==> config.mk <==
export PLATFORM = sky130hd
export DESIGN_NAME = isv_core
export DESIGN_NICKNAME = d
export VERILOG_FILES = /design/src/hw/isv_pkg.sv /design/src/hw/isv_core.sv
export SDC_FILE = /design/constraint.sdc
export NUM_CORES = 1
export LEC_CHECK = 0
export CORE_MARGIN = 2
export CORE_UTILIZATION = 25
export DETAILED_ROUTE_END_ITERATION = 6
export DONT_BUFFER_PORTS = 1
export PLACE_DENSITY = 0.4
export SKIP_CTS_REPAIR_TIMING = 1
export SLEW_MARGIN = 0
export SYNTH_ARGS = -nofsm -noshare
export SYNTH_HDL_FRONTEND = slang
export SYNTH_SLANG_ARGS = --single-unit
==> constraint.sdc <==
create_clock -name clock -period 2.3 [get_ports clock]
set_input_delay 0.46 -clock clock [delete_from_list [all_inputs] [get_ports clock]]
set_output_delay 0.46 -clock clock [all_outputs]
set_load 0.02 [all_outputs]
==> src/hw/isv_pkg.sv <==
// Package for the interrupt state save and vectoring block.
package isv_pkg;

   // ************************************************************
   // Special register numbers (coined, move-to/move-from select).
   // ************************************************************
   localparam logic [4:0] SR_CRIT_SAVED   = 5'h00;
   localparam logic [4:0] SR_MC_RETURN    = 5'h01;
   localparam logic [4:0] SR_MC_SAVED     = 5'h02;
   localparam logic [4:0] SR_DATA_FAULT   = 5'h03;
   localparam logic [4:0] SR_PREFIX       = 5'h04;
   localparam logic [4:0] SR_SYNDROME     = 5'h05;
   localparam logic [4:0] SR_OFFSET_BASE  = 5'h10;

   // ************************************************************
   // Field layouts, big-endian bit 0 is the MSB (index 31).
   // ************************************************************
   localparam logic [31:0] RETURN_ADDR_MASK = 32'hFFFFFFFC;
   localparam logic [31:0] PREFIX_MASK      = 32'hFFFF0000;
   localparam logic [31:0] OFFSET_MASK      = 32'h0000FFF0;
   localparam logic [31:0] SYNDROME_MASK    = 32'hFFFFFFFF;
   localparam int          CRIT_ENABLE_POS  = 17;
   localparam int          SYN_FETCH_MC     = 31;
   localparam int          SYN_ILLEGAL      = 27;
   localparam int          SYN_PRIVILEGED   = 26;
   localparam int          SYN_TRAP         = 25;
   localparam logic [31:0] RESET_VALUE      = 32'h00000000;

   // ************************************************************
   // Interrupt types in offset-register index order.
   // ************************************************************
   typedef enum logic [3:0] {
      INT_CRIT_INPUT  = 4'h0,
      INT_MACH_CHECK  = 4'h1,
      INT_DATA_STOR   = 4'h2,
      INT_INSTR_STOR  = 4'h3,
      INT_EXT_INPUT   = 4'h4,
      INT_ALIGNMENT   = 4'h5,
      INT_PROGRAM     = 4'h6,
      INT_FPU_UNAVAIL = 4'h7,
      INT_SYS_CALL    = 4'h8,
      INT_AUX_UNAVAIL = 4'h9,
      INT_DECREMENTER = 4'hA,
      INT_FIXED_INTV  = 4'hB,
      INT_WATCHDOG    = 4'hC,
      INT_DATA_XLATE  = 4'hD,
      INT_INSTR_XLATE = 4'hE,
      INT_DEBUG       = 4'hF
   } isv_int_t;

   typedef struct packed {
      logic        take;        // Interrupt taken this cycle.
      isv_int_t    kind;        // Interrupt type.
      logic [31:0] returnAddr;  // Address tied to interrupted process.
      logic [31:0] dataAddr;    // Faulting data address.
      logic        dataFault;   // Data address is valid for capture.
      logic        synWrite;    // This type updates the syndrome.
      logic [31:0] synValue;    // Syndrome bits for the cause.
   } isv_event_t;

   typedef struct packed {
      logic        write;       // Move-to-special-register.
      logic [4:0]  sel;         // Register number.
      logic [31:0] data;        // Write data.
   } isv_move_t;

   typedef struct packed {
      logic [31:0]       critSaved;
      logic [31:0]       mcReturn;
      logic [31:0]       mcSaved;
      logic [31:0]       dataFault;
      logic [31:0]       prefix;
      logic [31:0]       syndrome;
      logic [15:0][31:0] offset;
      logic [31:0]       stateReg;
      logic              redirect;
      logic [31:0]       fetchAddr;
      logic [31:0]       readData;
   } isv_state_t;

endpackage
==> src/hw/isv_core.sv <==
// Interrupt state save, restore and vector formation logic.
// Function
// - Critical interrupt copies pre-interrupt machine state into critical saved state.
// - Critical return loads machine state from critical saved state.
// - Reserved saved-state bits are stored and may be restored as written.
// - Machine check writes the return address of the interrupted process.
// - Machine-check return redirects fetch to the saved return address.
// - Return address bits 0..29 kept, bits 30..31 reserved as zero.
// - Machine check saves pre-interrupt machine state before clearing it.
// - Machine-check return restores machine state from machine-check saved state.
// - Faulting data address captured on alignment, translation miss, storage faults.
// - Vector is prefix 0..15, offset 16..27, four zero bits.
// - Sixteen offset registers, one selected per interrupt type.
// - Prefix supplies upper 16 bits; reserved prefix and offset bits zero.
// - Syndrome-using interrupts set the cause bits and clear all others.
// - Other interrupt types leave the syndrome unchanged.
// - Syndrome bit 0 marks fetch machine check; bits 1..3 reserved.
// - Program syndrome bits 4, 5, 6: illegal, privileged, trap.
// - Every register but machine state writable and readable by special register moves.
// - Machine-state bit 14 gates critical input and watchdog interrupts.
`timescale 1ns/1ns

module isv_core (
   input  wire logic               clock,      // Core clock.
   input  wire logic               rstn,       // Asynchronous reset, low.
   input  wire isv_pkg::isv_event_t evt,       // Interrupt event from detection.
   input  wire logic               retCrit,    // Return-from-critical executes.
   input  wire logic               retMc,      // Return-from-machine-check executes.
   input  wire isv_pkg::isv_move_t move,       // Move-to special register.
   input  wire logic [4:0]         readSel,    // Move-from register number.
   output logic [31:0]             readData,   // Move-from data, registered.
   output logic [31:0]             stateReg,   // Machine state register.
   output logic                    redirect,   // Fetch redirect pulse.
   output logic [31:0]             fetchAddr,  // Redirect target.
   output logic                    critEnable  // Critical interrupts enabled.
);

   isv_pkg::isv_state_t st;
   isv_pkg::isv_state_t next_st;
   logic                accept;

   // ************************************************************
   // Helpers.
   // ************************************************************
   function automatic logic [31:0] vectorOf(input logic [31:0] pre,
                                            input logic [31:0] off);
      vectorOf = (pre & isv_pkg::PREFIX_MASK) | (off & isv_pkg::OFFSET_MASK);
   endfunction

   function automatic logic isCritClass(input isv_pkg::isv_int_t k);
      isCritClass = (k == isv_pkg::INT_CRIT_INPUT) || (k == isv_pkg::INT_WATCHDOG)
                    || (k == isv_pkg::INT_DEBUG);
   endfunction

   // Types that the critical enable bit of the machine state can hold off.
   function automatic logic isGated(input isv_pkg::isv_int_t k);
      isGated = (k == isv_pkg::INT_CRIT_INPUT) || (k == isv_pkg::INT_WATCHDOG);
   endfunction

   // Critical input and watchdog are dropped while the enable bit is clear.
   always_comb begin
      accept = evt.take;
      if (isGated(evt.kind) && !st.stateReg[isv_pkg::CRIT_ENABLE_POS]) begin
         accept = 1'b0;
      end
   end

   // ************************************************************
   // Next state.
   // ************************************************************
   always_comb begin
      next_st          = st;
      next_st.redirect = 1'b0;
      // Register moves come first so that a same-cycle interrupt save wins.
      if (move.write) begin
         unique case (move.sel)
            isv_pkg::SR_CRIT_SAVED: next_st.critSaved = move.data;
            isv_pkg::SR_MC_RETURN:
               next_st.mcReturn = move.data & isv_pkg::RETURN_ADDR_MASK;
            isv_pkg::SR_MC_SAVED:   next_st.mcSaved   = move.data;
            isv_pkg::SR_DATA_FAULT: next_st.dataFault = move.data;
            isv_pkg::SR_PREFIX:
               next_st.prefix = move.data & isv_pkg::PREFIX_MASK;
            isv_pkg::SR_SYNDROME:   next_st.syndrome  = move.data & isv_pkg::SYNDROME_MASK;
            default: begin
               if (move.sel[4]) begin
                  next_st.offset[move.sel[3:0]] = move.data & isv_pkg::OFFSET_MASK;
               end
            end
         endcase
      end
      if (accept) begin
         if (isCritClass(evt.kind)) begin
            next_st.critSaved = st.stateReg;
         end
         if (evt.kind == isv_pkg::INT_MACH_CHECK) begin
            next_st.mcSaved  = st.stateReg;
            next_st.mcReturn = evt.returnAddr & isv_pkg::RETURN_ADDR_MASK;
         end
         if (evt.dataFault && (evt.kind == isv_pkg::INT_ALIGNMENT
             || evt.kind == isv_pkg::INT_DATA_STOR || evt.kind == isv_pkg::INT_DATA_XLATE)) begin
            next_st.dataFault = evt.dataAddr;
         end
         if (evt.synWrite) begin
            // Whole-word load clears every bit the cause does not name.
            next_st.syndrome = evt.synValue;
         end
         next_st.stateReg  = isv_pkg::RESET_VALUE;
         next_st.redirect  = 1'b1;
         next_st.fetchAddr = vectorOf(st.prefix, st.offset[evt.kind]);
      end else if (retMc) begin
         next_st.stateReg  = st.mcSaved;
         next_st.redirect  = 1'b1;
         next_st.fetchAddr = st.mcReturn;
      end else if (retCrit) begin
         next_st.stateReg = st.critSaved;
      end
      next_st.readData = isv_pkg::RESET_VALUE;
      unique case (readSel)
         isv_pkg::SR_CRIT_SAVED: next_st.readData = st.critSaved;
         isv_pkg::SR_MC_RETURN:  next_st.readData = st.mcReturn;
         isv_pkg::SR_MC_SAVED:   next_st.readData = st.mcSaved;
         isv_pkg::SR_DATA_FAULT: next_st.readData = st.dataFault;
         isv_pkg::SR_PREFIX:     next_st.readData = st.prefix;
         isv_pkg::SR_SYNDROME:   next_st.readData = st.syndrome;
         default: begin
            if (readSel[4]) begin
               next_st.readData = st.offset[readSel[3:0]];
            end
         end
      endcase
   end

   always_ff @(posedge clock or negedge rstn) begin
      if (!rstn) begin
         st <= '0;
      end else begin
         st <= next_st;
      end
   end

   assign readData   = st.readData;
   assign stateReg   = st.stateReg;
   assign redirect   = st.redirect;
   assign fetchAddr  = st.fetchAddr;
   assign critEnable = st.stateReg[isv_pkg::CRIT_ENABLE_POS];

   // ************************************************************
   // Checks.
   // ************************************************************
   crit_save_a: assert property (@(posedge clock) disable iff (!rstn)
      (accept && isCritClass(evt.kind)) |=> (st.critSaved == $past(st.stateReg)))
      else $error("critical saved state not captured");
   mc_save_a: assert property (@(posedge clock) disable iff (!rstn)
      (accept && evt.kind == isv_pkg::INT_MACH_CHECK) |=>
      (st.mcSaved == $past(st.stateReg) && st.stateReg == 32'h00000000))
      else $error("machine check state not saved");
   mc_return_a: assert property (@(posedge clock) disable iff (!rstn)
      (!accept && retMc) |=> (redirect && fetchAddr == $past(st.mcReturn)))
      else $error("machine check return target wrong");
   mc_restore_a: assert property (@(posedge clock) disable iff (!rstn)
      (!accept && retMc) |=> (stateReg == $past(st.mcSaved)))
      else $error("machine state not restored");
   crit_restore_a: assert property (@(posedge clock) disable iff (!rstn)
      (!accept && !retMc && retCrit) |=> (stateReg == $past(st.critSaved)))
      else $error("critical restore wrong");
   ret_align_a: assert property (@(posedge clock) disable iff (!rstn)
      st.mcReturn[1:0] == 2'h0)
      else $error("return address reserved bits set");
   vector_form_a: assert property (@(posedge clock) disable iff (!rstn)
      accept |=> (fetchAddr[31:16] == $past(st.prefix[31:16]) && fetchAddr[3:0] == 4'h0
      && fetchAddr[15:4] == $past(st.offset[evt.kind][15:4]) && redirect))
      else $error("vector address malformed");
   syn_keep_a: assert property (@(posedge clock) disable iff (!rstn)
      (accept && !evt.synWrite && !(move.write && move.sel == isv_pkg::SR_SYNDROME))
      |=> $stable(st.syndrome))
      else $error("syndrome changed by non-syndrome interrupt");
   crit_gate_a: assert property (@(posedge clock) disable iff (!rstn)
      (evt.take && isGated(evt.kind) && !critEnable && !retMc) |=> !redirect)
      else $error("gated interrupt taken while disabled");
   fault_addr_a: assert property (@(posedge clock) disable iff (!rstn)
      (accept && evt.dataFault && evt.kind == isv_pkg::INT_ALIGNMENT)
      |=> st.dataFault == $past(evt.dataAddr))
      else $error("data fault address missed");
   mc_retaddr_a: assert property (@(posedge clock) disable iff (!rstn)
      (accept && evt.kind == isv_pkg::INT_MACH_CHECK)
      |=> st.mcReturn == ($past(evt.returnAddr) & isv_pkg::RETURN_ADDR_MASK))
      else $error("machine check return address not saved");
   syn_load_a: assert property (@(posedge clock) disable iff (!rstn)
      (accept && evt.synWrite) |=> st.syndrome == $past(evt.synValue))
      else $error("syndrome not loaded for cause");
   quiet_fetch_a: assert property (@(posedge clock) disable iff (!rstn)
      (!accept && !retMc) |=> !redirect)
      else $error("redirect without interrupt or return");
   prefix_read_a: assert property (@(posedge clock) disable iff (!rstn)
      (readSel == isv_pkg::SR_PREFIX) |=> readData == $past(st.prefix))
      else $error("prefix read back wrong");
   prefix_res_a: assert property (@(posedge clock) disable iff (!rstn)
      (st.prefix & ~isv_pkg::PREFIX_MASK) == 32'h00000000)
      else $error("prefix reserved bits set");

   // Reserved offset fields must stay clear, or a vector could leave its 16-byte slot.
   for (genvar n = 0; n < 16; n++) begin : g_offset_check
      offset_res_a: assert property (@(posedge clock) disable iff (!rstn)
         (st.offset[n] & ~isv_pkg::OFFSET_MASK) == 32'h00000000)
         else $error("offset reserved bits set");
   end

endmodule

==> impl_metrics.env <==
export IMPL_clock_power_share=0.405
export IMPL_iter_0_drt_violations=1550
export IMPL_detailroute_wirelength_met2_um=59840
export IMPL_synth_to_layout_area_growth_pct=16.54
export IMPL_violations="hold timing, slew limit"
export IMPL_classification_of_the_worst_setup_path="reg2reg"
export IMPL_route_vias_total=23770
export IMPL_timing_final_hold_violations=360
export IMPL_die_height_um=390.1
export IMPL_drive_gt1_frac=0.2511
export IMPL_wire_length_of_the_first_global_routing_pass_um=186300
export IMPL_async_reset_ff_frac=1.000
export IMPL_post_dp_hpwl_um=77050
export IMPL_sw_frac_of_total=0.2657
export IMPL_multi_input_comb_area_um2=16020
export IMPL_ys_seq_area_frac=0.5270
export IMPL_netlist_area_leader_share=0.5270
export IMPL_maxUsedRoutingLayer="met5"
export IMPL_report_final_setup_viol=0
export IMPL_postSynthCellCount=2900
export IMPL_worst_endpoint_arrival_ns=2.64
export IMPL_place_area_um2=39090
export IMPL_drv_cap=0
export IMPL_final_min_clock_period_ns=2.052
export IMPL_cp_required_ns=2.88
export IMPL_worst_pin_slew_ns=3.079
export IMPL_grt_overflow_total=0
export IMPL_post_route_drc_count=0
export IMPL_synth_avg_cell_area_um2=12.85
export IMPL_first_global_vias=25090
export IMPL_min_path_type="in2async"
export IMPL_cts_sinks=785
export IMPL_fp_dieW_um=390.1
export IMPL_ios=248
export IMPL_synth_edff_count=0
export IMPL_cp_end_kind="flop"
export IMPL_total_length_of_routed_wires_um=130200
export IMPL_post_synth_design_cell_area_um2=37270
export IMPL_num_nets_final=3022
export IMPL_internal_power_w=0.02714
export IMPL_status="finished with violations"
export IMPL_path_clk_slew_ns=0.06
export IMPL_clock_tree_root_cell="sky130_fd_sc_hd__clkbuf_16"
export IMPL_area_used_by_sequential_logic_in_the_layout_um2=19640
export IMPL_drt_pre_antenna_iters=7
export IMPL_synth_flop_cell="sky130_fd_sc_hd__dfrtp_1"
export IMPL_ys_top_cells_by_area="sky130_fd_sc_hd__dfrtp_1 (53%), sky130_fd_sc_hd__mux2_2 (9.2%), sky130_fd_sc_hd__mux2i_1 (8.9%)"
export IMPL_design_area_um2=43440
export IMPL_power_frac_comb=0.126
export IMPL_wirelength_met1_um=59760
export IMPL_routed_wl_met3_um=7587
export IMPL_max_freq_ghz=0.4874
export IMPL_synthesis_nets=3050
export IMPL_filler_cell_count=14830
export IMPL_numCtsBuffers=93
export IMPL_vdd_ir_drop_worst_v=0.0005403
export IMPL_power_density_nw_per_um2=850.9
export IMPL_seq_power_share=0.469
export IMPL_yosys_cell_types_count=48
export IMPL_fin_crit_sh=0.8921
export IMPL_die_area_um2=152200
export IMPL_yosysWarningCount=0
export IMPL_path_max_fanout=24
export IMPL_floorplan_core_area_um2=147800
export IMPL_numPortBuffers=0
export IMPL_fin_hold_ws_ns=-0.4292
export IMPL_power_static_leakage_nw=20.18
export IMPL_start_util=0.2521
export IMPL_insertion_delay_ns=0.67
export IMPL_ys_ff_latch=785
export IMPL_grt_start_max_net_pins=786
export IMPL_cts_max_level=3
export IMPL_floorplan_rows=141
export IMPL_cts_path_max_buffers=3
export IMPL_wl_per_cell_um=26.67
export IMPL_worst_slew_margin_rel=-1.052
export IMPL_synthDominantAreaCellType="sky130_fd_sc_hd__dfrtp_1"
export IMPL_grt_setup_unrepaired="false"
export IMPL_tns_ns=0
export IMPL_switching_power_w=0.009823
export IMPL_cts_tree="yes"
export IMPL_groute_usage_overall=0.1675
export IMPL_routabilityCongestion=0.7638
export IMPL_critPathLaunchType="flop"
export IMPL_worst_clock_skew_ns=0.02940
export IMPL_slew_violations=641
export IMPL_grt_antenna_before_repair=5
export IMPL_postRouteAntennaNets=0
export IMPL_post_drt_via_cell_ratio=4.872
-- layer usage --
metal,vias up,GRT usage
li1,10210,-
met1,12750,0.2328
met2,649,0.2656
met3,164,0.03421
met4,6,0.04275
met5,-,0
-- critical path: stages, from the launching register on --
cell and delay, ns:
sky130_fd_sc_hd__dfrtp_1 0.47, sky130_fd_sc_hd__o311ai_4 0.42, sky130_fd_sc_hd__buf_4 0.35, sky130_fd_sc_hd__nor2_1 0.07, sky130_fd_sc_hd__a21oi_1 0.12, sky130_fd_sc_hd__dlygate4sd3_1 0.55
-- kinds of logic (layout without fill, tap and decap cells) --
group           Yosys count  count (layout)  share of synthesized area
buf+inv                 329             376                    0.04686
other cells               0               3                          0
mux                     810             810                     0.2792
flops                   785             785                     0.5270
compound gates          344             344                    0.05710
xor+xnor                  1               1                  0.0002350
simple gates            631             631                    0.08962
-- worst paths after layout --
path                       slack (ns)  depth (start not counted)                  endpoint                      from
min in group clock              -0.03                          2  fetchAddr[0]$_DFFE_PN0P_                     retMc
max reg2reg                      0.25                          5         st[622]$_DFF_PN0_  stateReg[17]$_DFFE_PN0P_
min reg2reg                      0.48                          1       st[369]$_DFFE_PN0P_       st[369]$_DFFE_PN0P_
min                             -0.43                          0         st[756]$_DFF_PN0_                      rstn
max in group asynchronous        0.38                          0       st[443]$_DFFE_PN0P_                      rstn
max                              0.25                          5         st[622]$_DFF_PN0_  stateReg[17]$_DFFE_PN0P_
-- cell type report --
| type | count | share of cell area |
|---|---|---|
| multi-input cells | 1786 | 0.3689 |
| clock buffers | 137 | 0.06314 |
| repair buffers | 204 | 0.05144 |
| diodes | 3 | 0.0001728 |
| well taps | 1930 | 0.05559 |
| clock inverters | 33 | 0.008353 |
| flip-flops and latches | 785 | 0.4522 |
| inverters | 2 | 0.0001728 |
-- stage by stage --
stage,hold WS (ns),setup WS (ns),util,total power (W),std cells
3_3_place_gp,0.2368,0.08774,0.2644,0.02174,4585
6_report,-0.4292,0.2482,0.2938,0.03696,4880
4_1_cts,-0.5023,0.3080,0.2854,0.03719,4755
3_5_place_dp,0.2357,0.08591,0.2644,0.02199,4585
2_1_floorplan,0.1644,0.08269,-,0.02097,2900
5_1_grt,-0.4803,0.1341,0.2938,0.03863,4878
-- synthesized netlist by cell type (4+ instances only) --
cell type                  count
sky130_fd_sc_hd__dfrtp_1     785
sky130_fd_sc_hd__mux2i_1     332
sky130_fd_sc_hd__mux2_2      303
sky130_fd_sc_hd__nor2b_1     229
sky130_fd_sc_hd__nor2_1      212
sky130_fd_sc_hd__a21oi_1     159
sky130_fd_sc_hd__mux4_2      141
sky130_fd_sc_hd__clkbuf_1    129
sky130_fd_sc_hd__buf_4       108
sky130_fd_sc_hd__and2_1      102
sky130_fd_sc_hd__buf_2        67
sky130_fd_sc_hd__o21ai_0      38
sky130_fd_sc_hd__nand2_1      35
sky130_fd_sc_hd__a22oi_1      34
sky130_fd_sc_hd__mux2_4       30
sky130_fd_sc_hd__o22ai_1      21
sky130_fd_sc_hd__buf_1        20
sky130_fd_sc_hd__o211ai_1     18
sky130_fd_sc_hd__a211o_1      16
sky130_fd_sc_hd__a221oi_1     13
sky130_fd_sc_hd__a211oi_1     12
sky130_fd_sc_hd__nand3_1      12
sky130_fd_sc_hd__nor3_1       10
sky130_fd_sc_hd__a22o_1        8
sky130_fd_sc_hd__o21bai_1      8
sky130_fd_sc_hd__and3_1        7
sky130_fd_sc_hd__nand2b_1      6
sky130_fd_sc_hd__nand3b_1      5
sky130_fd_sc_hd__o221ai_1      5
sky130_fd_sc_hd__a31oi_1       4
sky130_fd_sc_hd__mux2_1        4
sky130_fd_sc_hd__o32ai_1       4
-- cells in the final DEF (no fill, tap or decap), types with 5 or more instances in the layout --
| cell | instances |
|---|---|
| sky130_fd_sc_hd__and2_1 | 102 |
| sky130_fd_sc_hd__clkinv_2 | 20 |
| sky130_fd_sc_hd__a211oi_1 | 12 |
| sky130_fd_sc_hd__o221ai_1 | 5 |
| sky130_fd_sc_hd__a21oi_1 | 159 |
| sky130_fd_sc_hd__clkbuf_1 | 19 |
| sky130_fd_sc_hd__buf_4 | 51 |
| sky130_fd_sc_hd__o22ai_1 | 21 |
| sky130_fd_sc_hd__a211o_1 | 16 |
| sky130_fd_sc_hd__nor2_1 | 202 |
| sky130_fd_sc_hd__dlygate4sd3_1 | 121 |
| sky130_fd_sc_hd__nand2_1 | 31 |
| sky130_fd_sc_hd__nor3_1 | 8 |
| sky130_fd_sc_hd__nand3_1 | 12 |
| sky130_fd_sc_hd__nor2b_1 | 227 |
| sky130_fd_sc_hd__bufinv_16 | 5 |
| sky130_fd_sc_hd__mux2_2 | 303 |
| sky130_fd_sc_hd__o21ai_0 | 38 |
| sky130_fd_sc_hd__o211ai_1 | 18 |
| sky130_fd_sc_hd__a22o_1 | 8 |
| sky130_fd_sc_hd__a221oi_1 | 13 |
| sky130_fd_sc_hd__clkbuf_8 | 25 |
| sky130_fd_sc_hd__nor2_4 | 10 |
| sky130_fd_sc_hd__mux2_4 | 30 |
| sky130_fd_sc_hd__a22oi_1 | 34 |
| sky130_fd_sc_hd__nand3b_1 | 5 |
| sky130_fd_sc_hd__clkbuf_16 | 93 |
| sky130_fd_sc_hd__buf_12 | 32 |
| sky130_fd_sc_hd__dfrtp_1 | 785 |
| sky130_fd_sc_hd__mux4_2 | 141 |
| sky130_fd_sc_hd__mux2i_1 | 332 |
| sky130_fd_sc_hd__o21bai_1 | 8 |
-- power groups by stage --
stage                     combinational (W)  sequential [W]  clock, W
after floorplan                     0.00445          0.0165         0
after global placement              0.00430          0.0174         0
after detailed placement            0.00442          0.0176         0
after CTS                           0.00444          0.0173    0.0154
after global routing                0.00507          0.0175    0.0160
final                               0.00466          0.0173    0.0150
Note: power is estimated with default switching activity, not from simulation.
